$ cat config.mk
export PLATFORM = sky130hd
export DESIGN_NAME = sbsf_status_flags
export DESIGN_NICKNAME = d
export VERILOG_FILES = /design/src/hw/sbsf_status_flags.v
export VERILOG_INCLUDE_DIRS = /design/src /design/src/hw
export SDC_FILE = /design/constraint.sdc
export NUM_CORES = 1
export LEC_CHECK = 0
export BUFFER_PORTS_ARGS = -buffer_cell sky130_fd_sc_hd__buf_2
export CORE_MARGIN = 3
export CORE_UTILIZATION = 48
export CTS_BUF_LIST = sky130_fd_sc_hd__clkbuf_8
export CTS_CLUSTER_SIZE = 25
export DETAILED_ROUTE_END_ITERATION = 10
export GPL_ROUTABILITY_DRIVEN = 0
export GPL_TIMING_DRIVEN = 0
export PLACE_DENSITY_LB_ADDON = 0.08
export SLEW_MARGIN = 15
export SYNTH_ARGS = -nofsm -noshare
export SYNTH_HDL_FRONTEND = slang
export SYNTH_SLANG_ARGS = --single-unit
$ cat constraint.sdc
create_clock -name clk_i -period 1.7 [get_ports clk_i]
set_input_delay 0.17 -clock clk_i [delete_from_list [all_inputs] [get_ports clk_i]]
set_output_delay 0.17 -clock clk_i [all_outputs]
set_load 0.005 [all_outputs]
$ cat src/hw/sbsf_defines.vh
`ifndef SBSF_DEFINES_VH
`define SBSF_DEFINES_VH

// Register byte addresses
`define SBSF_ADR_STATUS   12'h424
`define SBSF_ADR_CONTROL  12'h428
`define SBSF_ADR_IRQ_MASK 12'h434
`define SBSF_ADR_W        12

// Status register fields
`define SBSF_TGT_ADDR_HI  7
`define SBSF_TGT_ADDR_LO  1
`define SBSF_INI_ADDR_HI  15
`define SBSF_INI_ADDR_LO  9
`define SBSF_BIT_DONE     24
`define SBSF_FLAG_LO      25
`define SBSF_FLAG_HI      29
`define SBSF_BIT_NACK     25
`define SBSF_BIT_ARB      26
`define SBSF_BIT_MISPL    27
`define SBSF_BIT_CSUM     28
`define SBSF_BIT_UNMAP    29

// Control register fields
`define SBSF_BIT_IGN_INI  16
`define SBSF_BIT_SKIP_CS  17

// Reset values
`define SBSF_FLAGS_RST    5'h00
`define SBSF_MASK_RST     5'h00
`define SBSF_ADDR_RST     7'h00
`define SBSF_WORD_ZERO    32'h00000000

// Arbitration retry limit and bus monitor counts
`define SBSF_ARB_LIMIT    5'h10
`define SBSF_ARB_ONE      5'h01
`define SBSF_ARB_ZERO     5'h00
`define SBSF_BITS_PER_B   4'h9
`define SBSF_BIT_ONE      4'h1
`define SBSF_BIT_ZERO     4'h0
`define SBSF_CSUM_ZERO    8'h00

`endif

$ cat src/hw/sbsf_status_flags.v
`timescale 1ns/10ps
`default_nettype none
`include "sbsf_defines.vh"

// Operation
// - Target address readable at status bits 7:1
// - Initiator address readable at status bits 15:9
// - Boot done bit sets at end or error
// - Unexpected NACK sets write-one-clear flag 25
// - Retry arbitration; sixteenth loss aborts, sets 26
// - Misplaced START or STOP sets flag 27
// - Bad checksum or missing done sets 28
// - Load into unmapped register sets 29
// - Skip-checksum bit suppresses checksum errors
// - Ignore-initiators bit prevents arbitration aborts
module sbsf_status_flags (
    // System
    input  wire        clk_i,
    input  wire        rst_i,
    // Wishbone slave
    input  wire        cyc_i,
    input  wire        stb_i,
    input  wire        we_i,
    input  wire [11:0] adr_i,
    input  wire [3:0]  sel_i,
    input  wire [31:0] dat_i,
    output wire [31:0] dat_o,
    output wire        ack_o,
    // Hardware-initialised addresses and boot strap
    input  wire [6:0]  tgt_addr_strap_i,
    input  wire [6:0]  ini_addr_strap_i,
    input  wire        boot_from_eeprom_i,
    // Initiator transaction engine events
    input  wire        nack_seen_i,
    input  wire        arb_lost_i,
    input  wire        arb_won_i,
    // Boot loader events
    input  wire        boot_byte_valid_i,
    input  wire [7:0]  boot_byte_i,
    input  wire        boot_end_i,
    input  wire        cfg_done_found_i,
    input  wire        unmapped_load_i,
    // Initiator serial bus pins (other domain)
    input  wire        scl_pin_i,
    input  wire        sda_pin_i,
    // Engine controls and interrupt
    output wire        rearbitrate_o,
    output wire        abort_o,
    output wire        irq_o
);

    //------------------------------------------------------------
    // Register state
    //------------------------------------------------------------
    reg  [6:0]  target_port_bus_addr_r;
    reg  [6:0]  initiator_port_bus_addr_r;
    reg         strap_taken_r;
    reg  [6:0]  tgt_strap_s1_r;
    reg  [6:0]  ini_strap_s1_r;
    reg         boot_strap_s1_r;
    reg         boot_mode_r;
    reg         boot_load_complete_r;
    reg  [4:0]  flags_r;
    reg  [4:0]  flags_nxt;
    reg  [4:0]  mask_r;
    reg         ignore_competing_initiators_r;
    reg         skip_boot_checksum_r;
    reg  [31:0] dat_r;
    reg         ack_r;
    reg         irq_r;
    reg  [4:0]  arb_cnt_r;
    reg         rearb_r;
    reg         abort_r;
    reg  [7:0]  csum_r;
    reg         scl_s1_r;
    reg         scl_s2_r;
    reg         scl_q_r;
    reg         sda_s1_r;
    reg         sda_s2_r;
    reg         sda_q_r;
    reg         in_frame_r;
    reg  [3:0]  bit_cnt_r;

    wire [4:0]  ev_set;
    wire [31:0] status_word;
    wire [31:0] control_word;
    wire [31:0] mask_word;
    wire        bus_req;
    wire        wr_req;
    wire        wr_lane3;
    wire        wr_lane2;
    wire        scl_rise;
    wire        start_cond;
    wire        stop_cond;
    wire        mid_byte;
    wire        misplaced;
    wire        arb_abort;
    wire        csum_bad;
    wire        boot_err;

    //------------------------------------------------------------
    // Bus decode
    //------------------------------------------------------------
    // A new request is taken once; ack_r blocks a second take
    assign bus_req  = cyc_i & stb_i & ~ack_r;
    // Writes land on the edge where the master sees ack high, so a
    // request withdrawn before its answer changes nothing
    assign wr_req   = cyc_i & stb_i & we_i & ack_r;
    assign wr_lane3 = wr_req & sel_i[3];
    assign wr_lane2 = wr_req & sel_i[2];

    //------------------------------------------------------------
    // Strap capture
    //------------------------------------------------------------
    // First stage for the strap pins; kept out of reset so that it
    // already holds the pin levels when reset is released
    always @(posedge clk_i) begin
        tgt_strap_s1_r  <= tgt_addr_strap_i;
        ini_strap_s1_r  <= ini_addr_strap_i;
        boot_strap_s1_r <= boot_from_eeprom_i;
    end

    // Addresses and boot mode are caught on the first edge after
    // reset release; the reset itself only clears them to zero
    always @(posedge clk_i) begin
        if (rst_i) begin
            strap_taken_r             <= 1'b0;
            target_port_bus_addr_r    <= `SBSF_ADDR_RST;
            initiator_port_bus_addr_r <= `SBSF_ADDR_RST;
            boot_mode_r               <= 1'b0;
        end else if (!strap_taken_r) begin
            strap_taken_r             <= 1'b1;
            target_port_bus_addr_r    <= tgt_strap_s1_r;
            initiator_port_bus_addr_r <= ini_strap_s1_r;
            boot_mode_r               <= boot_strap_s1_r;
        end
    end

    //------------------------------------------------------------
    // Pin synchronisers and bus monitor
    //------------------------------------------------------------
    // Two stages per pin; edge logic reads stage two and its copy
    always @(posedge clk_i) begin
        if (rst_i) begin
            scl_s1_r <= 1'b1;
            scl_s2_r <= 1'b1;
            scl_q_r  <= 1'b1;
            sda_s1_r <= 1'b1;
            sda_s2_r <= 1'b1;
            sda_q_r  <= 1'b1;
        end else begin
            scl_s1_r <= scl_pin_i;
            scl_s2_r <= scl_s1_r;
            scl_q_r  <= scl_s2_r;
            sda_s1_r <= sda_pin_i;
            sda_s2_r <= sda_s1_r;
            sda_q_r  <= sda_s2_r;
        end
    end

    // START and STOP are SDA edges while SCL stays high
    assign scl_rise   = scl_s2_r & ~scl_q_r;
    assign start_cond = scl_s2_r & scl_q_r & ~sda_s2_r & sda_q_r;
    assign stop_cond  = scl_s2_r & scl_q_r & sda_s2_r & ~sda_q_r;
    // Inside a frame a condition is legal only on a byte boundary
    assign mid_byte   = in_frame_r & (bit_cnt_r != `SBSF_BIT_ZERO);
    assign misplaced  = (start_cond | stop_cond) & mid_byte;

    // Count clock pulses of each nine-bit byte-plus-ack slot
    always @(posedge clk_i) begin
        if (rst_i) begin
            in_frame_r <= 1'b0;
            bit_cnt_r  <= `SBSF_BIT_ZERO;
        end else if (start_cond) begin
            in_frame_r <= 1'b1;
            bit_cnt_r  <= `SBSF_BIT_ZERO;
        end else if (stop_cond) begin
            in_frame_r <= 1'b0;
            bit_cnt_r  <= `SBSF_BIT_ZERO;
        end else if (scl_rise && in_frame_r) begin
            if (bit_cnt_r == `SBSF_BITS_PER_B - `SBSF_BIT_ONE)
                bit_cnt_r <= `SBSF_BIT_ZERO;
            else
                bit_cnt_r <= bit_cnt_r + `SBSF_BIT_ONE;
        end
    end

    //------------------------------------------------------------
    // Arbitration retry counter
    //------------------------------------------------------------
    // Count consecutive losses; a win restarts the run. With the
    // ignore bit set the engine carries on, so nothing is counted
    assign arb_abort = arb_lost_i & ~ignore_competing_initiators_r
                     & (arb_cnt_r == `SBSF_ARB_LIMIT - `SBSF_ARB_ONE);

    always @(posedge clk_i) begin
        if (rst_i) begin
            arb_cnt_r <= `SBSF_ARB_ZERO;
            rearb_r   <= 1'b0;
            abort_r   <= 1'b0;
        end else begin
            rearb_r <= 1'b0;
            abort_r <= 1'b0;
            if (ignore_competing_initiators_r || arb_won_i) begin
                arb_cnt_r <= `SBSF_ARB_ZERO;
            end else if (arb_abort) begin
                arb_cnt_r <= `SBSF_ARB_ZERO;
                abort_r   <= 1'b1;
            end else if (arb_lost_i) begin
                arb_cnt_r <= arb_cnt_r + `SBSF_ARB_ONE;
                rearb_r   <= 1'b1;
            end
        end
    end

    //------------------------------------------------------------
    // Boot checksum and completion
    //------------------------------------------------------------
    // Bytes including the stored checksum must sum to zero
    always @(posedge clk_i) begin
        if (rst_i)
            csum_r <= `SBSF_CSUM_ZERO;
        else if (boot_byte_valid_i && boot_mode_r)
            csum_r <= csum_r + boot_byte_i;
    end

    // A skipped checksum always passes; a missing done still fails
    assign csum_bad = boot_mode_r & boot_end_i & ~skip_boot_checksum_r
                    & (csum_r != `SBSF_CSUM_ZERO);
    assign boot_err = boot_mode_r & ~boot_load_complete_r
                    & ((boot_end_i & ~cfg_done_found_i) | csum_bad
                       | unmapped_load_i);

    // Done only ever sets; it stays until the next reset
    always @(posedge clk_i) begin
        if (rst_i)
            boot_load_complete_r <= 1'b0;
        else if (boot_mode_r && (boot_end_i || boot_err))
            boot_load_complete_r <= 1'b1;
    end

    //------------------------------------------------------------
    // Error flags
    //------------------------------------------------------------
    assign ev_set[0] = nack_seen_i;
    assign ev_set[1] = arb_abort;
    assign ev_set[2] = misplaced;
    assign ev_set[3] = csum_bad | (boot_mode_r & boot_end_i
                                   & ~cfg_done_found_i);
    assign ev_set[4] = boot_mode_r & unmapped_load_i;

    // Write one clears, zero keeps, and a new event beats the clear
    // so nothing raised in the clearing cycle is lost
    always @* begin
        flags_nxt = flags_r;
        if (wr_lane3 && adr_i == `SBSF_ADR_STATUS)
            flags_nxt = flags_nxt
                & ~dat_i[`SBSF_FLAG_HI:`SBSF_FLAG_LO];
        flags_nxt = flags_nxt | ev_set;
    end

    always @(posedge clk_i) begin
        if (rst_i)
            flags_r <= `SBSF_FLAGS_RST;
        else
            flags_r <= flags_nxt;
    end

    //------------------------------------------------------------
    // Control and mask registers
    //------------------------------------------------------------
    always @(posedge clk_i) begin
        if (rst_i) begin
            ignore_competing_initiators_r <= 1'b0;
            skip_boot_checksum_r          <= 1'b0;
            mask_r                        <= `SBSF_MASK_RST;
        end else if (wr_lane2 && adr_i == `SBSF_ADR_CONTROL) begin
            ignore_competing_initiators_r <=
                dat_i[`SBSF_BIT_IGN_INI];
            skip_boot_checksum_r <= dat_i[`SBSF_BIT_SKIP_CS];
        end else if (wr_lane3 && adr_i == `SBSF_ADR_IRQ_MASK) begin
            mask_r <= dat_i[`SBSF_FLAG_HI:`SBSF_FLAG_LO];
        end
    end

    //------------------------------------------------------------
    // Read words
    //------------------------------------------------------------
    // Reserved bits are zero; addresses and done are read-only
    assign status_word = {2'b00, flags_r,
                          boot_load_complete_r,
                          8'h00,
                          initiator_port_bus_addr_r,
                          1'b0,
                          target_port_bus_addr_r,
                          1'b0};
    assign control_word = {14'h0000, skip_boot_checksum_r,
                           ignore_competing_initiators_r, 16'h0000};
    assign mask_word    = {2'b00, mask_r, 25'h0000000};

    //------------------------------------------------------------
    // Wishbone answer
    //------------------------------------------------------------
    // One wait state: ack rises the cycle after the request shows
    // and drops the next cycle. Unmapped reads return zero.
    always @(posedge clk_i) begin
        if (rst_i) begin
            ack_r <= 1'b0;
            dat_r <= `SBSF_WORD_ZERO;
        end else begin
            ack_r <= bus_req;
            if (bus_req && !we_i) begin
                if (adr_i == `SBSF_ADR_STATUS)
                    dat_r <= status_word;
                else if (adr_i == `SBSF_ADR_CONTROL)
                    dat_r <= control_word;
                else if (adr_i == `SBSF_ADR_IRQ_MASK)
                    dat_r <= mask_word;
                else
                    dat_r <= `SBSF_WORD_ZERO;
            end
        end
    end

    //------------------------------------------------------------
    // Interrupt
    //------------------------------------------------------------
    // Level output follows the flags enabled in the mask one cycle late
    always @(posedge clk_i) begin
        if (rst_i)
            irq_r <= 1'b0;
        else
            irq_r <= |(flags_r & mask_r);
    end

    assign dat_o         = dat_r;
    assign ack_o         = ack_r;
    assign irq_o         = irq_r;
    assign rearbitrate_o = rearb_r;
    assign abort_o       = abort_r;

endmodule // sbsf_status_flags

`default_nettype wire

# After elaboration in Yosys (flattened, before gate mapping)
# Index checks and enable logic that the tools add are counted.
# classes
reduce_logical	18
n_bitwise	41
n_eq_ne	5
addsub	3
muxes	10
# ops
cell	count
$mux W30	3
$eq A12 B11 Y1 const B	3
$and A1 B1 Y1	24
$and A5 B5 Y5	2
$not A1 Y1	9
$add A8 B8 Y8	1
$reduce_bool A8 Y1	1
$logic_and A1 B1 Y1	7
$reduce_or A3 Y1	2
$add A5 B1 Y5 const B	1
$eq A5 B4 Y1 const B	1
$mux W1	5
$mux W5	1
$not A5 Y5	1
$or A5 B5 Y5	1
$reduce_or A5 Y1	1
$add A4 B1 Y4 const B	1
$eq A4 B4 Y1 const B	1
$mux W4	1
$or A1 B1 Y1	4
$reduce_bool A4 Y1	1
$logic_or A1 B1 Y1	2
$reduce_and A2 Y1	1
$reduce_bool A2 Y1	1
other kinds (2)	2
# totals
wordCells	104
out_inout_bits	36
reg_bits	104
in_bits	85

# Longest topological paths before layout
# logic_depth
ltp_word	8
ltp_mapped	6
mapped_depth_nobuf	6

# Worst setup path before layout
# OpenSTA, ideal clock, no wires.
# synth_path
path_type	flip-flop to flip-flop
start	register csum_r[0]
end	register csum_r[6]
path_stages_with_launch	7
period_less_slack_ns	1.632
slack_ns	0.068
arrival_time_ns	1.507
setup_time_ns	0.125
cell_sequence	dfxtp_1 ha_1 fa_1 a21o_1 a211oi_1 or3_1 nand3_1
# synth_via
elab_chain_len	1
# synth_rtl
element	line_no	source
start, declared	sbsf_status_flags.v:74	reg [7:0] csum_r;
start signal, assigned	sbsf_status_flags.v:222	csum_r <= `SBSF_CSUM_ZERO;
start signal, assigned	sbsf_status_flags.v:224	csum_r <= csum_r + boot_byte_i;
$add A8 B8 Y8	sbsf_status_flags.v:224	
# Every way passes these cells.
# A chain may end at the register's enable or synchronous reset.

# Worst setup path in the final report
# layout_path
start	register csum_r[0]
end	register csum_r[4]
# The elaborated chain is that of the path after synthesis.

==> metrics <==
TritonCTS Buffers 9; most frequent cells in the layout 93 x dfxtp_1, 84 x buf_2, 36 x nand2_1, 36 x a21oi_1, 32 x nand3_1; Static Leak 2.03 nW; top cell type's share of synthesized area 49.0%; Fmax 0.616 GHz; initial antenna violation count 0; Worst setup EP type register; final hold vios 0; Detailed Routing Iterations Pass 1 4; Crit Path Max Fanout 3; vias per inst 5.30; Total Wirelength 9070 um; Util after Layout 63.9%; Core ar. 7490 um2; worst hold path class primary input to register; number of placed cells counting well taps 602; WP buf/inv 0; die area 9110 um2; Distinct cells, synth 51; DRC 0; CTS clk-pin slew, worst paths 110 ps; synth warn 0; Sinks on Clock Net 94; post-layout min period 1620 ps; layout cell share with drive strength beyond 1 24.3%; root buf cell clkbuf_8; vias in the first global route 3177; CTS tree yes; dpl hpwl 6700 um; H-tree levels 3; top_reg_cell synth dfxtp_1; Routed Antenna Nets 0; part of the cycle the worst path needs 95.5%; required time of the critical path 1970 ps; final hold slack 33.6 ps; final setup violation count 0; die width 95.5 um; skew final 10.9 ps; CTS Buffer Depth 2; crit path cell chain ha_2 -> fa_2 -> a21o_1 -> a21oi_2 -> xnor2_1 -> o31ai_1; Final #Nets 627; port bufs 82; Crit Path Class register to register; crit path DAT 1900 ps; Max stage delay on crit path 360 ps; Slew Viols, Final 0; Mapped Area 3840 um2; drt wl/cell 14.3 um; area delta synth->final 24.6%; antenna cells 0; mean post-synth cell area 9.32 um2; Initial Util 51.3%; Cell Rows 31; Die Span Y 95.5 um; peak supply drop 557 uV; RSZ-0062 raised after global routing no; Vias 3362; most common cell after layout, fill and taps aside dfxtp_1; number of synthesized register bits 94; gr usage total 20.3%; first-pass GRT wire length 14500 um; startpoint type of the worst setup path register; Post-Syn Instances 412; setup TNS 0 ps; crit path max-delay cell type fa_2; number of flops mapped to enable cells by yosys 0; Slew @ Worst Pin 581 ps; ranking of synthesized cells by area dfxtp_1 49%, a21oi_1 5.0%, mux2i_1 4.4%; max-capacitance violation count 0; largest net degree at the start of global routing 19; Pwr Density 864 nW/um2; asr flop ratio synth 0%; Max-slew headroom 61.0%; Seq/Total Area, Yosys 49.0%; GR Overflow Total 0; status finished clean; Starting DRT DRC Count 153; cell taking the most area after synthesis dfxtp_1; Final Instance Count excl. Fillers 634; latest clock arrival within the worst-skew pair 360 ps; Crit path max-delay family compound AO/OA/AOI/OAI gates; IO Pins 121
[path summary, 6_finish.rpt]
check,cells past startpoint,slack [ps],to,start
setup reg to reg,6,80,csum_r[4],csum_r[0]
hold reg to reg,1,430,sda_s2_r,sda_s1_r
setup / recovery,6,80,csum_r[4],csum_r[0]
hold / removal,2,30,flags_r[0],nack_seen_i
[cell usage after synthesis, types with 3 or more instances]
cell type	count
dfxtp_1	94
a21oi_1	38
nand2_1	36
nand3_1	32
nor2_1	29
o21ai_0	22
mux2i_1	17
clkbuf_1	13
ha_1	11
inv_1	11
buf_4	10
a211oi_1	8
nor3_1	7
nor4b_1	6
or2_2	6
a221oi_1	4
and2_1	4
nand4_1	4
or3_1	4
xnor2_1	4
a21o_1	3
a31oi_1	3
and4_1	3
nor4_1	3
o31ai_1	3
[per-layer routing]
layer	global-route usage [%]	wire length [um]	up-vias
met1	25.5	4020	1554
met5	0	0	-
li1	-	-	1697
met3	4.97	611	13
met4	8.18	146	0
met2	33.5	4290	98
[cells by family after synthesis]
group	Yosys count	synth area share, %
buf+inv	40	5.31
compound gates	95	15.2
xor+xnor	6	1.37
flops	94	49.0
simple gates	147	20.5
mux	17	4.43
other cells	1	0.0976
fa+ha+maj	12	4.10
[registers in the layout, summed over array words and instances, names as in the netlist, 4 cells and up]
signal	count
arb_cnt_r	5
bit_cnt_r	4
csum_r	8
dat_o	22
flags_r	5
ini_strap_s1_r	7
initiator_port_bus_addr_r	7
mask_r	5
target_port_bus_addr_r	7
tgt_strap_s1_r	7
[power by group]
group	switching, mW	internal, mW	total (mW)	leakage [nW]
clock	0.843	0.562	1.41	0.0863
combinational	0.205	0.200	0.406	1.17
sequential	0.0487	2.28	2.33	0.770
[final cells by class]
class,instances,area (um2)
Clock buffer,9,124
Fill cell,661,2700
Clock inverter,7,62.6
Buffer,28,160
Timing Repair Buffer,99,581
Sequential cell,94,1880
Tap cell,99,124
Inverter,11,41.3
Multi-Input combinational cell,287,1810
[per-stage QoR]
step           total power [mW]  instance area, um2  setup WS (ps)
5_1_grt                    4.32                4790           3.42
3_3_place_gp               2.73                4410           -138
2_1_floorplan              2.59                3870           67.7
6_report                   4.14                4790           75.7
3_5_place_dp               2.75                4410           -194
4_1_cts                    4.16                4780           36.8
[timing repair]
item | in CTS | in global routing
gates resized for setup | 5 | 3
hold buffers | 17 | 0
endpoints found under the setup margin | 13 | 8
hold endpoints to repair | 17 | 0
pin swaps | 0 | 2
setup buffers | 0 | 0
No activity file was read; power rests on OpenSTA's default activity.
